**config.mk**
```make
export PLATFORM = sky130hd
export DESIGN_NAME = cgp_config
export DESIGN_NICKNAME = d
export VERILOG_FILES = /design/src/rtl/cgp_pkg.sv /design/src/rtl/cgp_config.sv
export SDC_FILE = /design/constraint.sdc
export NUM_CORES = 1
export LEC_CHECK = 0
export ABC_AREA = 1
export BUFFER_PORTS_ARGS = -buffer_cell sky130_fd_sc_hd__buf_2
export CAP_MARGIN = 40
export CORE_MARGIN = 2
export CORE_UTILIZATION = 55
export CTS_CLUSTER_DIAMETER = 60
export DETAILED_ROUTE_END_ITERATION = 16
export PLACE_DENSITY_LB_ADDON = 0.15
export SLEW_MARGIN = 10
export SYNTH_ARGS = -nofsm -noshare
export SYNTH_HDL_FRONTEND = slang
export SYNTH_SLANG_ARGS = --single-unit
```
**constraint.sdc**
```tcl
create_clock -name clk -period 3.3 [get_ports clk]
set_input_delay 0.165 -clock clk [delete_from_list [all_inputs] [get_ports clk]]
set_output_delay 0.165 -clock clk [all_outputs]
set_load 0.01 [all_outputs]
```
**src/rtl/cgp_pkg.sv**
```systemverilog
package cgp_pkg;
    // Byte-1 register selectors of the control instruction (address field).
    localparam logic [7:0] SEL_TX_SLOT = 8'h0_0;
    localparam logic [7:0] SEL_RX_SLOT = 8'h0_1;
    localparam logic [7:0] SEL_TX_GAIN = 8'h0_2;
    localparam logic [7:0] SEL_RX_GAIN = 8'h0_3;
    localparam logic [7:0] SEL_ECHO_CTRL = 8'h0_4;
    localparam logic [7:0] SEL_BIQUAD = 8'h0_5;
    localparam logic [7:0] SEL_HIGHBAND = 8'h0_6;

    // Time-slot byte 2 field positions.
    localparam int SLOT_EN_BIT = 7;
    localparam int SLOT_PS_BIT = 6;
    localparam int SLOT_NUM_MSB = 5;

    // Echo-cancel control byte 2 field positions.
    localparam int ECHO_EN_BIT = 7;
    localparam int ECHO_PHASE_BIT = 6;
    localparam int ECHO_HB_BIT = 5;
    localparam int ECHO_ATTEN_MSB = 4;
    localparam logic [4:0] ATTEN_MAX_CODE = 5'h1_8;

    // Biquad register: mode bit selects first-order operation.
    localparam int BIQUAD_MODE_BIT = 7;
    localparam int BIQUAD_CODE_MSB = 6;

    // Highband register: pole code in the upper nibble, zero code in the lower.
    localparam int HB_POLE_MSB = 7;
    localparam int HB_POLE_LSB = 4;
    localparam int HB_ZERO_MSB = 3;

    // Gain step of one code increment, in hundredths of a decibel.
    localparam int GAIN_STEP_CDB = 10;

    // Values after reset: all ports disabled, gains at no output, hybrid off.
    localparam logic [7:0] RST_SLOT = 8'h0_0;
    localparam logic [7:0] RST_GAIN = 8'h0_0;
    localparam logic [7:0] RST_ECHO = 8'h0_0;
    localparam logic [7:0] RST_BIQUAD = 8'h0_0;
    localparam logic [7:0] RST_HIGHBAND = 8'h0_0;
    localparam logic [7:0] ZERO_BYTE = 8'h0_0;
endpackage : cgp_pkg

```
**src/rtl/cgp_config.sv**
```systemverilog
`timescale 1ns/10ps
`default_nettype none
// Summary of operation
// - Two tx and two rx PCM ports; port select bit picks the active one.
// - Transmit gain is an 8-bit code, one tenth dB per step.
// - Receive gain is an 8-bit code, one tenth dB per step.
// - Zero receive gain mutes analog output; decoding still runs.
// - Echo control bit 7 enables cancellation; zero removes it entirely.
// - Echo control bit 6 picks cancellation phase: zero inverted, one not.
// - Echo control bit 5 enables the highband first-order section.
// - Five low bits set attenuation, 00000 is -2.5 dB, 11000 is -8.5 dB.
// - Chain is biquad, then highband section, then attenuator; sections bypassable.
// - Biquad may run first-order with a real pole, zero at 0 Hz, coded.
// - Highband section has independently programmed pole and zero codes.
// - Biquad register selects section, mode and code; all zero bypasses it.
// - After reset the hybrid balance filter is disabled until programmed.
module cgp_config (
    input wire logic clk,
    input wire logic reset_n,
    input wire logic instr_write,
    input wire logic instr_read,
    input wire logic [7:0] instr_select,
    input wire logic [7:0] instr_data,
    output logic [7:0] read_data,
    output logic read_valid,
    input wire logic pcm_tx_bit,
    output logic pcm_tx_port_a,
    output logic pcm_tx_port_a_oe,
    output logic pcm_tx_port_b,
    output logic pcm_tx_port_b_oe,
    input wire logic pcm_rx_port_a,
    input wire logic pcm_rx_port_b,
    output logic pcm_rx_bit,
    output logic pcm_rx_active,
    output logic [5:0] tx_slot_number,
    output logic [5:0] rx_slot_number,
    output logic [7:0] transmit_gain_code,
    output logic [7:0] receive_gain_code,
    output logic analog_rx_output_enable,
    output logic decoder_run,
    output logic cancel_enable,
    output logic cancel_phase_noninvert,
    output logic highband_enable,
    output logic [4:0] cancel_atten_field,
    output logic biquad_enable,
    output logic biquad_first_order,
    output logic [6:0] biquad_code,
    output logic [3:0] highband_pole_code,
    output logic [3:0] highband_zero_code
);
    logic [7:0] tx_slot;
    logic [7:0] rx_slot;
    logic [7:0] tx_gain;
    logic [7:0] rx_gain;
    logic [7:0] echo_cancel_control;
    logic [7:0] biquad_reg;
    logic [7:0] highband_reg;
    logic [7:0] next_tx_slot;
    logic [7:0] next_rx_slot;
    logic [7:0] next_tx_gain;
    logic [7:0] next_rx_gain;
    logic [7:0] next_echo;
    logic [7:0] next_biquad;
    logic [7:0] next_highband;
    logic [7:0] next_read_data;
    logic next_read_valid;

    // The deframer raises instr_write only once the second byte is complete.
    always_comb begin
        next_tx_slot = tx_slot;
        next_rx_slot = rx_slot;
        next_tx_gain = tx_gain;
        next_rx_gain = rx_gain;
        next_echo = echo_cancel_control;
        next_biquad = biquad_reg;
        next_highband = highband_reg;
        if (instr_write) begin
            case (instr_select)
                cgp_pkg::SEL_TX_SLOT: next_tx_slot = instr_data;
                cgp_pkg::SEL_RX_SLOT: next_rx_slot = instr_data;
                cgp_pkg::SEL_TX_GAIN: next_tx_gain = instr_data;
                cgp_pkg::SEL_RX_GAIN: next_rx_gain = instr_data;
                cgp_pkg::SEL_ECHO_CTRL: next_echo = instr_data;
                cgp_pkg::SEL_BIQUAD: next_biquad = instr_data;
                cgp_pkg::SEL_HIGHBAND: next_highband = instr_data;
                default: next_tx_slot = tx_slot;
            endcase
        end
    end

    always_comb begin
        next_read_valid = instr_read;
        case (instr_select)
            cgp_pkg::SEL_TX_SLOT: next_read_data = tx_slot;
            cgp_pkg::SEL_RX_SLOT: next_read_data = rx_slot;
            cgp_pkg::SEL_TX_GAIN: next_read_data = tx_gain;
            cgp_pkg::SEL_RX_GAIN: next_read_data = rx_gain;
            cgp_pkg::SEL_ECHO_CTRL: next_read_data = echo_cancel_control;
            cgp_pkg::SEL_BIQUAD: next_read_data = biquad_reg;
            cgp_pkg::SEL_HIGHBAND: next_read_data = highband_reg;
            default: next_read_data = cgp_pkg::ZERO_BYTE;
        endcase
        if (!instr_read) begin
            next_read_data = read_data;
        end
    end

    always_ff @(posedge clk) begin
        if (!reset_n) begin
            tx_slot <= cgp_pkg::RST_SLOT;
            rx_slot <= cgp_pkg::RST_SLOT;
            tx_gain <= cgp_pkg::RST_GAIN;
            rx_gain <= cgp_pkg::RST_GAIN;
            echo_cancel_control <= cgp_pkg::RST_ECHO;
            biquad_reg <= cgp_pkg::RST_BIQUAD;
            highband_reg <= cgp_pkg::RST_HIGHBAND;
            read_data <= cgp_pkg::ZERO_BYTE;
            read_valid <= 1'b0;
        end else begin
            tx_slot <= next_tx_slot;
            rx_slot <= next_rx_slot;
            tx_gain <= next_tx_gain;
            rx_gain <= next_rx_gain;
            echo_cancel_control <= next_echo;
            biquad_reg <= next_biquad;
            highband_reg <= next_highband;
            read_data <= next_read_data;
            read_valid <= next_read_valid;
        end
    end

    // Receive pins come from the PCM clock world and are synchronised first.
    logic rx_a_meta;
    logic rx_a_sync;
    logic rx_b_meta;
    logic rx_b_sync;
    logic next_tx_a;
    logic next_tx_a_oe;
    logic next_tx_b;
    logic next_tx_b_oe;
    logic next_rx_bit;
    logic next_rx_active;

    always_comb begin
        next_tx_a_oe = tx_slot[cgp_pkg::SLOT_EN_BIT] & ~tx_slot[cgp_pkg::SLOT_PS_BIT];
        next_tx_b_oe = tx_slot[cgp_pkg::SLOT_EN_BIT] & tx_slot[cgp_pkg::SLOT_PS_BIT];
        next_tx_a = next_tx_a_oe & pcm_tx_bit;
        next_tx_b = next_tx_b_oe & pcm_tx_bit;
        next_rx_active = rx_slot[cgp_pkg::SLOT_EN_BIT];
        if (!rx_slot[cgp_pkg::SLOT_EN_BIT]) begin
            next_rx_bit = 1'b0;
        end else if (rx_slot[cgp_pkg::SLOT_PS_BIT]) begin
            next_rx_bit = rx_b_sync;
        end else begin
            next_rx_bit = rx_a_sync;
        end
    end

    always_ff @(posedge clk) begin
        if (!reset_n) begin
            rx_a_meta <= 1'b0;
            rx_a_sync <= 1'b0;
            rx_b_meta <= 1'b0;
            rx_b_sync <= 1'b0;
            pcm_tx_port_a <= 1'b0;
            pcm_tx_port_a_oe <= 1'b0;
            pcm_tx_port_b <= 1'b0;
            pcm_tx_port_b_oe <= 1'b0;
            pcm_rx_bit <= 1'b0;
            pcm_rx_active <= 1'b0;
        end else begin
            rx_a_meta <= pcm_rx_port_a;
            rx_a_sync <= rx_a_meta;
            rx_b_meta <= pcm_rx_port_b;
            rx_b_sync <= rx_b_meta;
            pcm_tx_port_a <= next_tx_a;
            pcm_tx_port_a_oe <= next_tx_a_oe;
            pcm_tx_port_b <= next_tx_b;
            pcm_tx_port_b_oe <= next_tx_b_oe;
            pcm_rx_bit <= next_rx_bit;
            pcm_rx_active <= next_rx_active;
        end
    end

    // Configuration outputs are straight decodes of the stored registers, except decoder_run, which is tied high.
    assign tx_slot_number = tx_slot[cgp_pkg::SLOT_NUM_MSB:0];
    assign rx_slot_number = rx_slot[cgp_pkg::SLOT_NUM_MSB:0];
    assign transmit_gain_code = tx_gain;
    assign receive_gain_code = rx_gain;
    assign analog_rx_output_enable = (rx_gain != cgp_pkg::ZERO_BYTE);
    assign decoder_run = 1'b1;
    assign cancel_enable = echo_cancel_control[cgp_pkg::ECHO_EN_BIT];
    assign cancel_phase_noninvert = cancel_enable
        & echo_cancel_control[cgp_pkg::ECHO_PHASE_BIT];
    assign highband_enable = cancel_enable
        & echo_cancel_control[cgp_pkg::ECHO_HB_BIT];
    assign cancel_atten_field = echo_cancel_control[cgp_pkg::ECHO_ATTEN_MSB:0];
    assign biquad_enable = cancel_enable
        & (biquad_reg != cgp_pkg::ZERO_BYTE);
    assign biquad_first_order = biquad_enable
        & biquad_reg[cgp_pkg::BIQUAD_MODE_BIT];
    assign biquad_code = biquad_reg[cgp_pkg::BIQUAD_CODE_MSB:0];
    assign highband_pole_code = highband_reg[cgp_pkg::HB_POLE_MSB:cgp_pkg::HB_POLE_LSB];
    assign highband_zero_code = highband_reg[cgp_pkg::HB_ZERO_MSB:0];

    a_tx_gain_write: assert property (@(posedge clk) disable iff (!reset_n)
        instr_write && instr_select == cgp_pkg::SEL_TX_GAIN
        |=> transmit_gain_code == $past(instr_data))
        else $error("transmit gain not loaded");
    a_rx_gain_write: assert property (@(posedge clk) disable iff (!reset_n)
        instr_write && instr_select == cgp_pkg::SEL_RX_GAIN
        |=> receive_gain_code == $past(instr_data))
        else $error("receive gain not loaded");
    a_no_write_hold: assert property (@(posedge clk) disable iff (!reset_n)
        !instr_write |=> $stable(echo_cancel_control) && $stable(tx_gain))
        else $error("register changed without a complete instruction");
    a_rx_mute: assert property (@(posedge clk) disable iff (!reset_n)
        instr_write && instr_select == cgp_pkg::SEL_RX_GAIN
        |=> analog_rx_output_enable == ($past(instr_data) != 8'h0_0) && decoder_run)
        else $error("receive output mute wrong");
    a_cancel_master: assert property (@(posedge clk) disable iff (!reset_n)
        !cancel_enable |-> !highband_enable && !biquad_enable && !cancel_phase_noninvert)
        else $error("cancellation active while master off");
    a_phase_select: assert property (@(posedge clk) disable iff (!reset_n)
        instr_write && instr_select == cgp_pkg::SEL_ECHO_CTRL && instr_data[7]
        |=> cancel_phase_noninvert == $past(instr_data[6]))
        else $error("cancellation phase wrong");
    a_highband_sel: assert property (@(posedge clk) disable iff (!reset_n)
        instr_write && instr_select == cgp_pkg::SEL_ECHO_CTRL && instr_data[7]
        |=> highband_enable == $past(instr_data[5]))
        else $error("highband enable wrong");
    a_atten_field: assert property (@(posedge clk) disable iff (!reset_n)
        instr_write && instr_select == cgp_pkg::SEL_ECHO_CTRL
        |=> cancel_atten_field == $past(instr_data[4:0]))
        else $error("attenuation field wrong");
    a_biquad_bypass: assert property (@(posedge clk) disable iff (!reset_n)
        instr_write && instr_select == cgp_pkg::SEL_BIQUAD && instr_data == 8'h0_0
        |=> !biquad_enable)
        else $error("biquad not bypassed by zero code");
    a_port_exclusive: assert property (@(posedge clk) disable iff (!reset_n)
        !(pcm_tx_port_a_oe && pcm_tx_port_b_oe))
        else $error("both transmit ports driven");
    a_port_select: assert property (@(posedge clk) disable iff (!reset_n)
        instr_write && instr_select == cgp_pkg::SEL_TX_SLOT && instr_data[7:6] == 2'b11
        ##1 !(instr_write && instr_select == cgp_pkg::SEL_TX_SLOT)
        |=> pcm_tx_port_b_oe && !pcm_tx_port_a_oe)
        else $error("transmit port b not selected");
    a_reset_disabled: assert property (@(posedge clk)
        !reset_n |=> !cancel_enable && !biquad_enable)
        else $error("hybrid filter enabled after reset");

    // Port routing is checked against the stored slot registers one cycle on.
    a_tx_port_a: assert property (@(posedge clk) disable iff (!reset_n)
        tx_slot[cgp_pkg::SLOT_EN_BIT] && !tx_slot[cgp_pkg::SLOT_PS_BIT]
        |=> pcm_tx_port_a_oe && !pcm_tx_port_b_oe && pcm_tx_port_a == $past(pcm_tx_bit))
        else $error("transmit port a not driven from the serial bit");
    a_tx_port_b: assert property (@(posedge clk) disable iff (!reset_n)
        tx_slot[cgp_pkg::SLOT_EN_BIT] && tx_slot[cgp_pkg::SLOT_PS_BIT]
        |=> pcm_tx_port_b_oe && !pcm_tx_port_a_oe && pcm_tx_port_b == $past(pcm_tx_bit))
        else $error("transmit port b not driven from the serial bit");
    a_tx_off: assert property (@(posedge clk) disable iff (!reset_n)
        !tx_slot[cgp_pkg::SLOT_EN_BIT]
        |=> !pcm_tx_port_a_oe && !pcm_tx_port_b_oe && !pcm_tx_port_a && !pcm_tx_port_b)
        else $error("transmit port driven while disabled");
    a_rx_route_a: assert property (@(posedge clk) disable iff (!reset_n)
        rx_slot[cgp_pkg::SLOT_EN_BIT] && !rx_slot[cgp_pkg::SLOT_PS_BIT]
        |=> pcm_rx_active && pcm_rx_bit == $past(rx_a_sync))
        else $error("receive bit not taken from port a");
    a_rx_route_b: assert property (@(posedge clk) disable iff (!reset_n)
        rx_slot[cgp_pkg::SLOT_EN_BIT] && rx_slot[cgp_pkg::SLOT_PS_BIT]
        |=> pcm_rx_active && pcm_rx_bit == $past(rx_b_sync))
        else $error("receive bit not taken from port b");
    a_rx_off: assert property (@(posedge clk) disable iff (!reset_n)
        !rx_slot[cgp_pkg::SLOT_EN_BIT]
        |=> !pcm_rx_active && !pcm_rx_bit)
        else $error("receive port active while disabled");
    a_tx_slot_num: assert property (@(posedge clk) disable iff (!reset_n)
        instr_write && instr_select == cgp_pkg::SEL_TX_SLOT
        |=> tx_slot_number == $past(instr_data[5:0]))
        else $error("transmit slot number not loaded");
    a_rx_slot_num: assert property (@(posedge clk) disable iff (!reset_n)
        instr_write && instr_select == cgp_pkg::SEL_RX_SLOT
        |=> rx_slot_number == $past(instr_data[5:0]))
        else $error("receive slot number not loaded");
    a_rx_zero: assert property (@(posedge clk) disable iff (!reset_n)
        instr_write && instr_select == cgp_pkg::SEL_RX_GAIN && instr_data == 8'h0_0
        |=> !analog_rx_output_enable && decoder_run)
        else $error("zero receive gain did not mute the output");
    a_cancel_off: assert property (@(posedge clk) disable iff (!reset_n)
        instr_write && instr_select == cgp_pkg::SEL_ECHO_CTRL && !instr_data[7]
        |=> !cancel_enable && !highband_enable && !biquad_enable && !biquad_first_order)
        else $error("cancellation left on by a master-off write");
    a_biquad_on: assert property (@(posedge clk) disable iff (!reset_n)
        instr_write && instr_select == cgp_pkg::SEL_BIQUAD
        && instr_data != 8'h0_0 && cancel_enable
        |=> biquad_enable)
        else $error("biquad not selected by a nonzero code");
    a_biquad_mode: assert property (@(posedge clk) disable iff (!reset_n)
        instr_write && instr_select == cgp_pkg::SEL_BIQUAD && cancel_enable
        |=> biquad_first_order == $past(instr_data[7])
        && biquad_code == $past(instr_data[6:0]))
        else $error("biquad mode or code wrong");
    a_highband_codes: assert property (@(posedge clk) disable iff (!reset_n)
        instr_write && instr_select == cgp_pkg::SEL_HIGHBAND
        |=> {highband_pole_code, highband_zero_code} == $past(instr_data))
        else $error("highband pole or zero code wrong");
endmodule : cgp_config
`default_nettype wire

```
==> results_dict.tcl, run 1 <==
set metrics [dict create \
    drc 0 \
    fin_util 0.633 \
    io_buffer_count 91 \
    post_cts_buffers 0 \
    use_met2 0.398 \
    syn2layout_area_growth_pct 12.6 \
    antenna_found_initial 0 \
    cpPeakStageDelay_ps 350 \
    use_met1 0.354 \
    seqPwrFrac 0.560 \
    place_area_um2 3760 \
    yosysWarnings 0 \
    synth_top_family_by_area "simple AND/OR/NAND/NOR gates" \
    synth_compound_area_frac 0.132 \
    startpoint_type "flip-flop" \
    grt_pass1_wl_mm 14.0 \
    cp_top_family "flip-flops" \
    end_kind "primary output" \
    layout_commonest_cell "buf_2" \
    criticalPathCategory "flip-flop to primary output" \
    syn-instance-count 482 \
    cts_inserted_buffers 9 \
    ioPinCount 93 \
    grt_max_degree 64 \
    synth_fp_nets 505 \
    fin_nets 567 \
    yosys.cell_types.count 23 \
    wl_per_cell_um 14.4 \
    ant_nets 0 \
    finClkSkew_ps 8.37 \
    setup_slack_ps 1780 \
    status "completed" \
    tightest_slew_ps 883 \
    start_util 0.562 \
    syn_area_um2 3510 \
    place_congestion 0.860 \
    crit_fanout 4 \
    period_needed_ps 1520 \
    ir_drop_mv 0.337 \
    setup_viol 0 \
    slew_viol_final 0 \
    grt_usage 0.257 \
    vias 3276 \
    final_area_um2 3950 \
    grt_overflow 0 \
    h-tree-depth 3 \
    hold_violations 0 \
    syn_area_per_cell_um2 7.28 \
    cts-resized-gates 0 \
    timing.fmax_mhz 656 \
    fill_cells 607 \
    cp_num_buf_inv 1 \
    maxCapViolCount 0 \
    diodes 0 \
    grt_pass1_vias 2768 \
    synthXorXnorAreaFrac 0 \
    crit_arrival_ps 1360 \
    vias_per_cell 5.23 \
    slowest_stage "dfxtp_1" \
    slew_headroom 0.412 \
    ys_ff_latch 75 \
    synth_mux_area_frac 0 \
    cts_root_buf "clkbuf_8" \
    yosysSeqAreaShare 0.428 \
    rsz0062_at_grt "no" \
    powerDensity_nw_per_um2 411 \
    drtIter0Drc 253 \
    cp_num_cells 3 \
    cts_buffer_depth 2 \
    cts.sinks 75 \
    final_cell_mix "buf_2, nor2_1, dfxtp_1" \
    tns_ps 0 \
    synth_fa_ha_area_frac 0 \
    power_frac_clock 0.380 \
    dp_hpwl_mm 6.37 \
    hold_class "input port to flip-flop" \
    wl_mm 9.03 \
    combPwrFrac 0.060 \
    die_h_um 83.9 \
    coreArea_um2 6240 \
    dp_cells 608 \
    power_leakage_uw 0.00185 \
    drtPass1Iterations 5 \
    drive_gt1_frac 0.235 \
    p_int_uw 1210 \
    grt_use_met3 0.0475 \
    fin_cells 626 \
    p_switching_uw 417 \
    clk_pin_slew_ps 80 \
    cts_tree "built" \
    holdPathStages 3 \
    die-area_um2 7030 \
    swShare 0.257 \
    clock_latency_ps 350 \
    rr_worst_depth 6 \
    post-place-ws_ps 1730 \
    fin_crit_sh 0.462 \
    crit_chain "nor4_1 -> a41oi_1 -> buf_2" \
    die_w_um 83.9 \
    worstPathRequired_ps 3130 \
    grt-busiest-layer "met2" \
    synthSimpleGateAreaFrac 0.300 \
    fp-row-count 29 \
]
power groups by stage:
stage | registers [uW] | logic (uW) | clock network, uW
floorplan | 932 | 55.8 | 0
global route | 911 | 107 | 660
detailed placement | 932 | 93.3 | 0
global placement | 932 | 91.7 | 0
finish | 911 | 96.7 | 617
CTS | 911 | 95.3 | 624
metal layers:
layer,part of all wire,up-vias
met5,0,-
met4,0.023,0
met3,0.058,19
met2,0.45,119
met1,0.47,1471
li1,-,1667
through the flow:
stage               hold slack, ps  total power (uW)
detailed placement             351              1030
floorplan                      263               988
finish                        55.0              1620
global placement               345              1020
CTS                           50.5              1630
global route                  63.4              1680
synthesized netlist by cell type:
master | count | share of area
conb_1 | 1 | 0.0011
inv_1 | 41 | 0.044
a41oi_1 | 1 | 0.0025
nor2_1 | 81 | 0.087
clkinv_2 | 4 | 0.0057
nor2_2 | 8 | 0.014
clkbuf_1 | 8 | 0.0086
o21ai_0 | 53 | 0.076
buf_4 | 29 | 0.062
nand3_2 | 1 | 0.0029
o21ai_1 | 4 | 0.0057
a21oi_1 | 34 | 0.049
nand2_4 | 2 | 0.0064
nand2_1 | 64 | 0.068
buf_6 | 4 | 0.013
dfxtp_1 | 75 | 0.43
nand3_4 | 6 | 0.030
buf_2 | 1 | 0.0014
nand3_1 | 48 | 0.068
nor4_1 | 5 | 0.0089
nor3_1 | 10 | 0.014
inv_6 | 1 | 0.0025
inv_2 | 1 | 0.0011
tightest hold or removal path, cell delays in order:
cell	delay, ps
buf_2	90
inv_1	60
nor4_1	50
final cells by class:
cell class | count | area [um2] | share of cell area
Timing Repair Buffer | 93 | 475 | 0.120
Multi-Input combinational cell | 318 | 1520 | 0.385
Clock buffer | 10 | 128 | 0.0323
Inverter | 47 | 186 | 0.0472
Clock inverter | 6 | 41.3 | 0.0105
Sequential cell | 75 | 1500 | 0.380
Tap cell | 77 | 96.3 | 0.0244
cells by family (layout without fill, tap and decap cells):
group                  after synthesis  in the layout
AO/OA/AOI/OAI                       92             92
buffers and inverters               89            156
flip-flops                          75             75
other                                1              1
AND/OR/NAND/NOR                    225            225
timing repair:
item | 4_1_cts | 5_1_grt
endpoints found under the hold margin | 2 | 0
setup endpoints to repair | 0 | 0
hold buffers | 2 | 0
worst paths after layout:
path	startpoint	to	slack (ps)
max	biquad_reg[3]	biquad_enable	1780
min reg2reg	rx_b_meta	rx_b_sync	420
max reg2reg	tx_slot[6]	read_data[6]	2260
min	pcm_tx_bit	pcm_tx_port_a	50
Note: power is estimated with default switching activity, not from simulation.
==> run 2, diff against run 1 <==
--- a/config.mk
+++ b/config.mk
@@ -9,7 +9,7 @@
 export BUFFER_PORTS_ARGS = -buffer_cell sky130_fd_sc_hd__buf_2
 export CAP_MARGIN = 40
 export CORE_MARGIN = 2
-export CORE_UTILIZATION = 55
+export CORE_UTILIZATION = 52
 export CTS_CLUSTER_DIAMETER = 60
 export DETAILED_ROUTE_END_ITERATION = 16
 export PLACE_DENSITY_LB_ADDON = 0.15
==> constraint.sdc (replaced) <==
create_clock -name clk -period 1.49 [get_ports clk]
set_input_delay 0.0745 -clock clk [delete_from_list [all_inputs] [get_ports clk]]
set_output_delay 0.0745 -clock clk [all_outputs]
set_load 0.01 [all_outputs]
==> run 2 against run 1 <==
Flip-flop and latch count did not move. Utilization fell by 0.054 points. Die area rose by 5.5%. First-iteration DRC count fell by 24%. Power rose by 130%. Global-route usage fell by 0.12 points. Clock power rose by 140%. Worst hold slack got worse by 32 ps.
==> results_dict.tcl, run 2 (synthesized netlist as in run 1, its figures left out) <==
set metrics [dict create \
    layout_commonest_cell "buf_2" \
    clock_latency_ps 360 \
    rsz0062_at_grt "no" \
    worstPathRequired_ps 1420 \
    tns_ps 0 \
    cts.sinks 75 \
    ant_nets 0 \
    powerDensity_nw_per_um2 919 \
    combPwrFrac 0.063 \
    power_leakage_uw 0.00191 \
    cts_tree "built" \
    grt_overflow 0 \
    wl_per_cell_um 14.7 \
    ioPinCount 93 \
    vias 3294 \
    fin_nets 574 \
    setup_slack_ps 122 \
    cts_inserted_buffers 9 \
    status "completed" \
    drtIter0Drc 192 \
    worst_hold_slack_ps 23.2 \
    ir_drop_mv 0.674 \
    fin_util 0.632 \
    grt_pass1_vias 2859 \
    swShare 0.254 \
    cts_buffer_depth 2 \
    slew_viol_final 0 \
    p_int_uw 2780 \
    fp-row-count 29 \
    vias_per_cell 5.20 \
    coreArea_um2 6420 \
    drc 0 \
    timing.fmax_mhz 731 \
    crit_arrival_ps 1290 \
    antenna_found_initial 0 \
    power_frac_clock 0.396 \
    end_kind "primary output" \
    die_h_um 86.1 \
    hold_violations 0 \
    hold_class "input port to flip-flop" \
    grt_max_degree 33 \
    drtPass1Iterations 5 \
    post-place-ws_ps 185 \
    h-tree-depth 3 \
    criticalPathCategory "flip-flop to primary output" \
    die_w_um 86.1 \
    die-area_um2 7420 \
    grt_usage 0.256 \
    place_congestion 0.885 \
    wl_mm 9.28 \
    dp_hpwl_mm 6.61 \
    start_util 0.546 \
    io_buffer_count 91 \
    cts_root_buf "clkbuf_8" \
    fin_crit_sh 0.918 \
    maxCapViolCount 0 \
    setup_viol 0 \
    seqPwrFrac 0.540 \
    p_switching_uw 948 \
    finClkSkew_ps 10.1 \
    period_needed_ps 1370 \
    final_cell_mix "buf_2, nor2_1, dfxtp_1" \
    post_cts_buffers 0 \
    grt_pass1_wl_mm 14.5 \
    startpoint_type "flip-flop" \
    clk_pin_slew_ps 80 \
    crit_fanout 4 \
    diodes 0 \
    syn2layout_area_growth_pct 15.8 \
    drive_gt1_frac 0.245 \
]
==> run 2: final timing paths <==
check,start,end,slack [ps],cells after the start
worst max-delay path,biquad_reg[3],biquad_enable,120,3
worst min-delay path,instr_read,read_valid,20,3
worst min register to register,rx_b_meta,rx_b_sync,430,2
worst max register to register,tx_slot[0],read_data[0],460,6
==> run 2: timing repair <==
action	CTS	global route
resized for setup	0	0
endpoints found under the hold margin	4	0
hold buffers	3	0
==> run 2: metal layers <==
layer	global-route usage	part of all wire	vias up
li1	-	-	1686
met1	0.351	0.44	1489
met2	0.394	0.48	98
met3	0.0452	0.055	21
met4	0.113	0.027	0
met5	0	0	-
==> run 2: power by group through the flow <==
stage | registers, uW | logic (uW) | clock network, uW
after floorplan | 2060 | 124 | 0
after CTS | 2020 | 233 | 1480
after global placement | 2060 | 224 | 0
after global routing | 2020 | 259 | 1590
after detailed placement | 2060 | 226 | 0
final | 2020 | 235 | 1480
==> run 2: cell type report <==
type	instances	area, um2
fill	604	2360
multi-input combinational	318	1520
sequential	75	1500
timing repair buffer	100	568
inverter	47	186
clock buffer	11	151
tap	77	96.3
clock inverter	5	36.3
==> run 2: stage by stage <==
step | area, um2 | instances | power, uW
after CTS | 4060 | 633 | 3730
final | 4060 | 633 | 3730
after detailed placement | 3840 | 614 | 2290
after global routing | 4060 | 633 | 3860
after global placement | 3840 | 614 | 2290
after floorplan | 3510 | 482 | 2190
==> run 2: worst max-delay path, stage by stage, from the launching register on <==
cell     delay (ps)
dfxtp_1         360
nor4_1          290
a41oi_1         130
buf_2           160
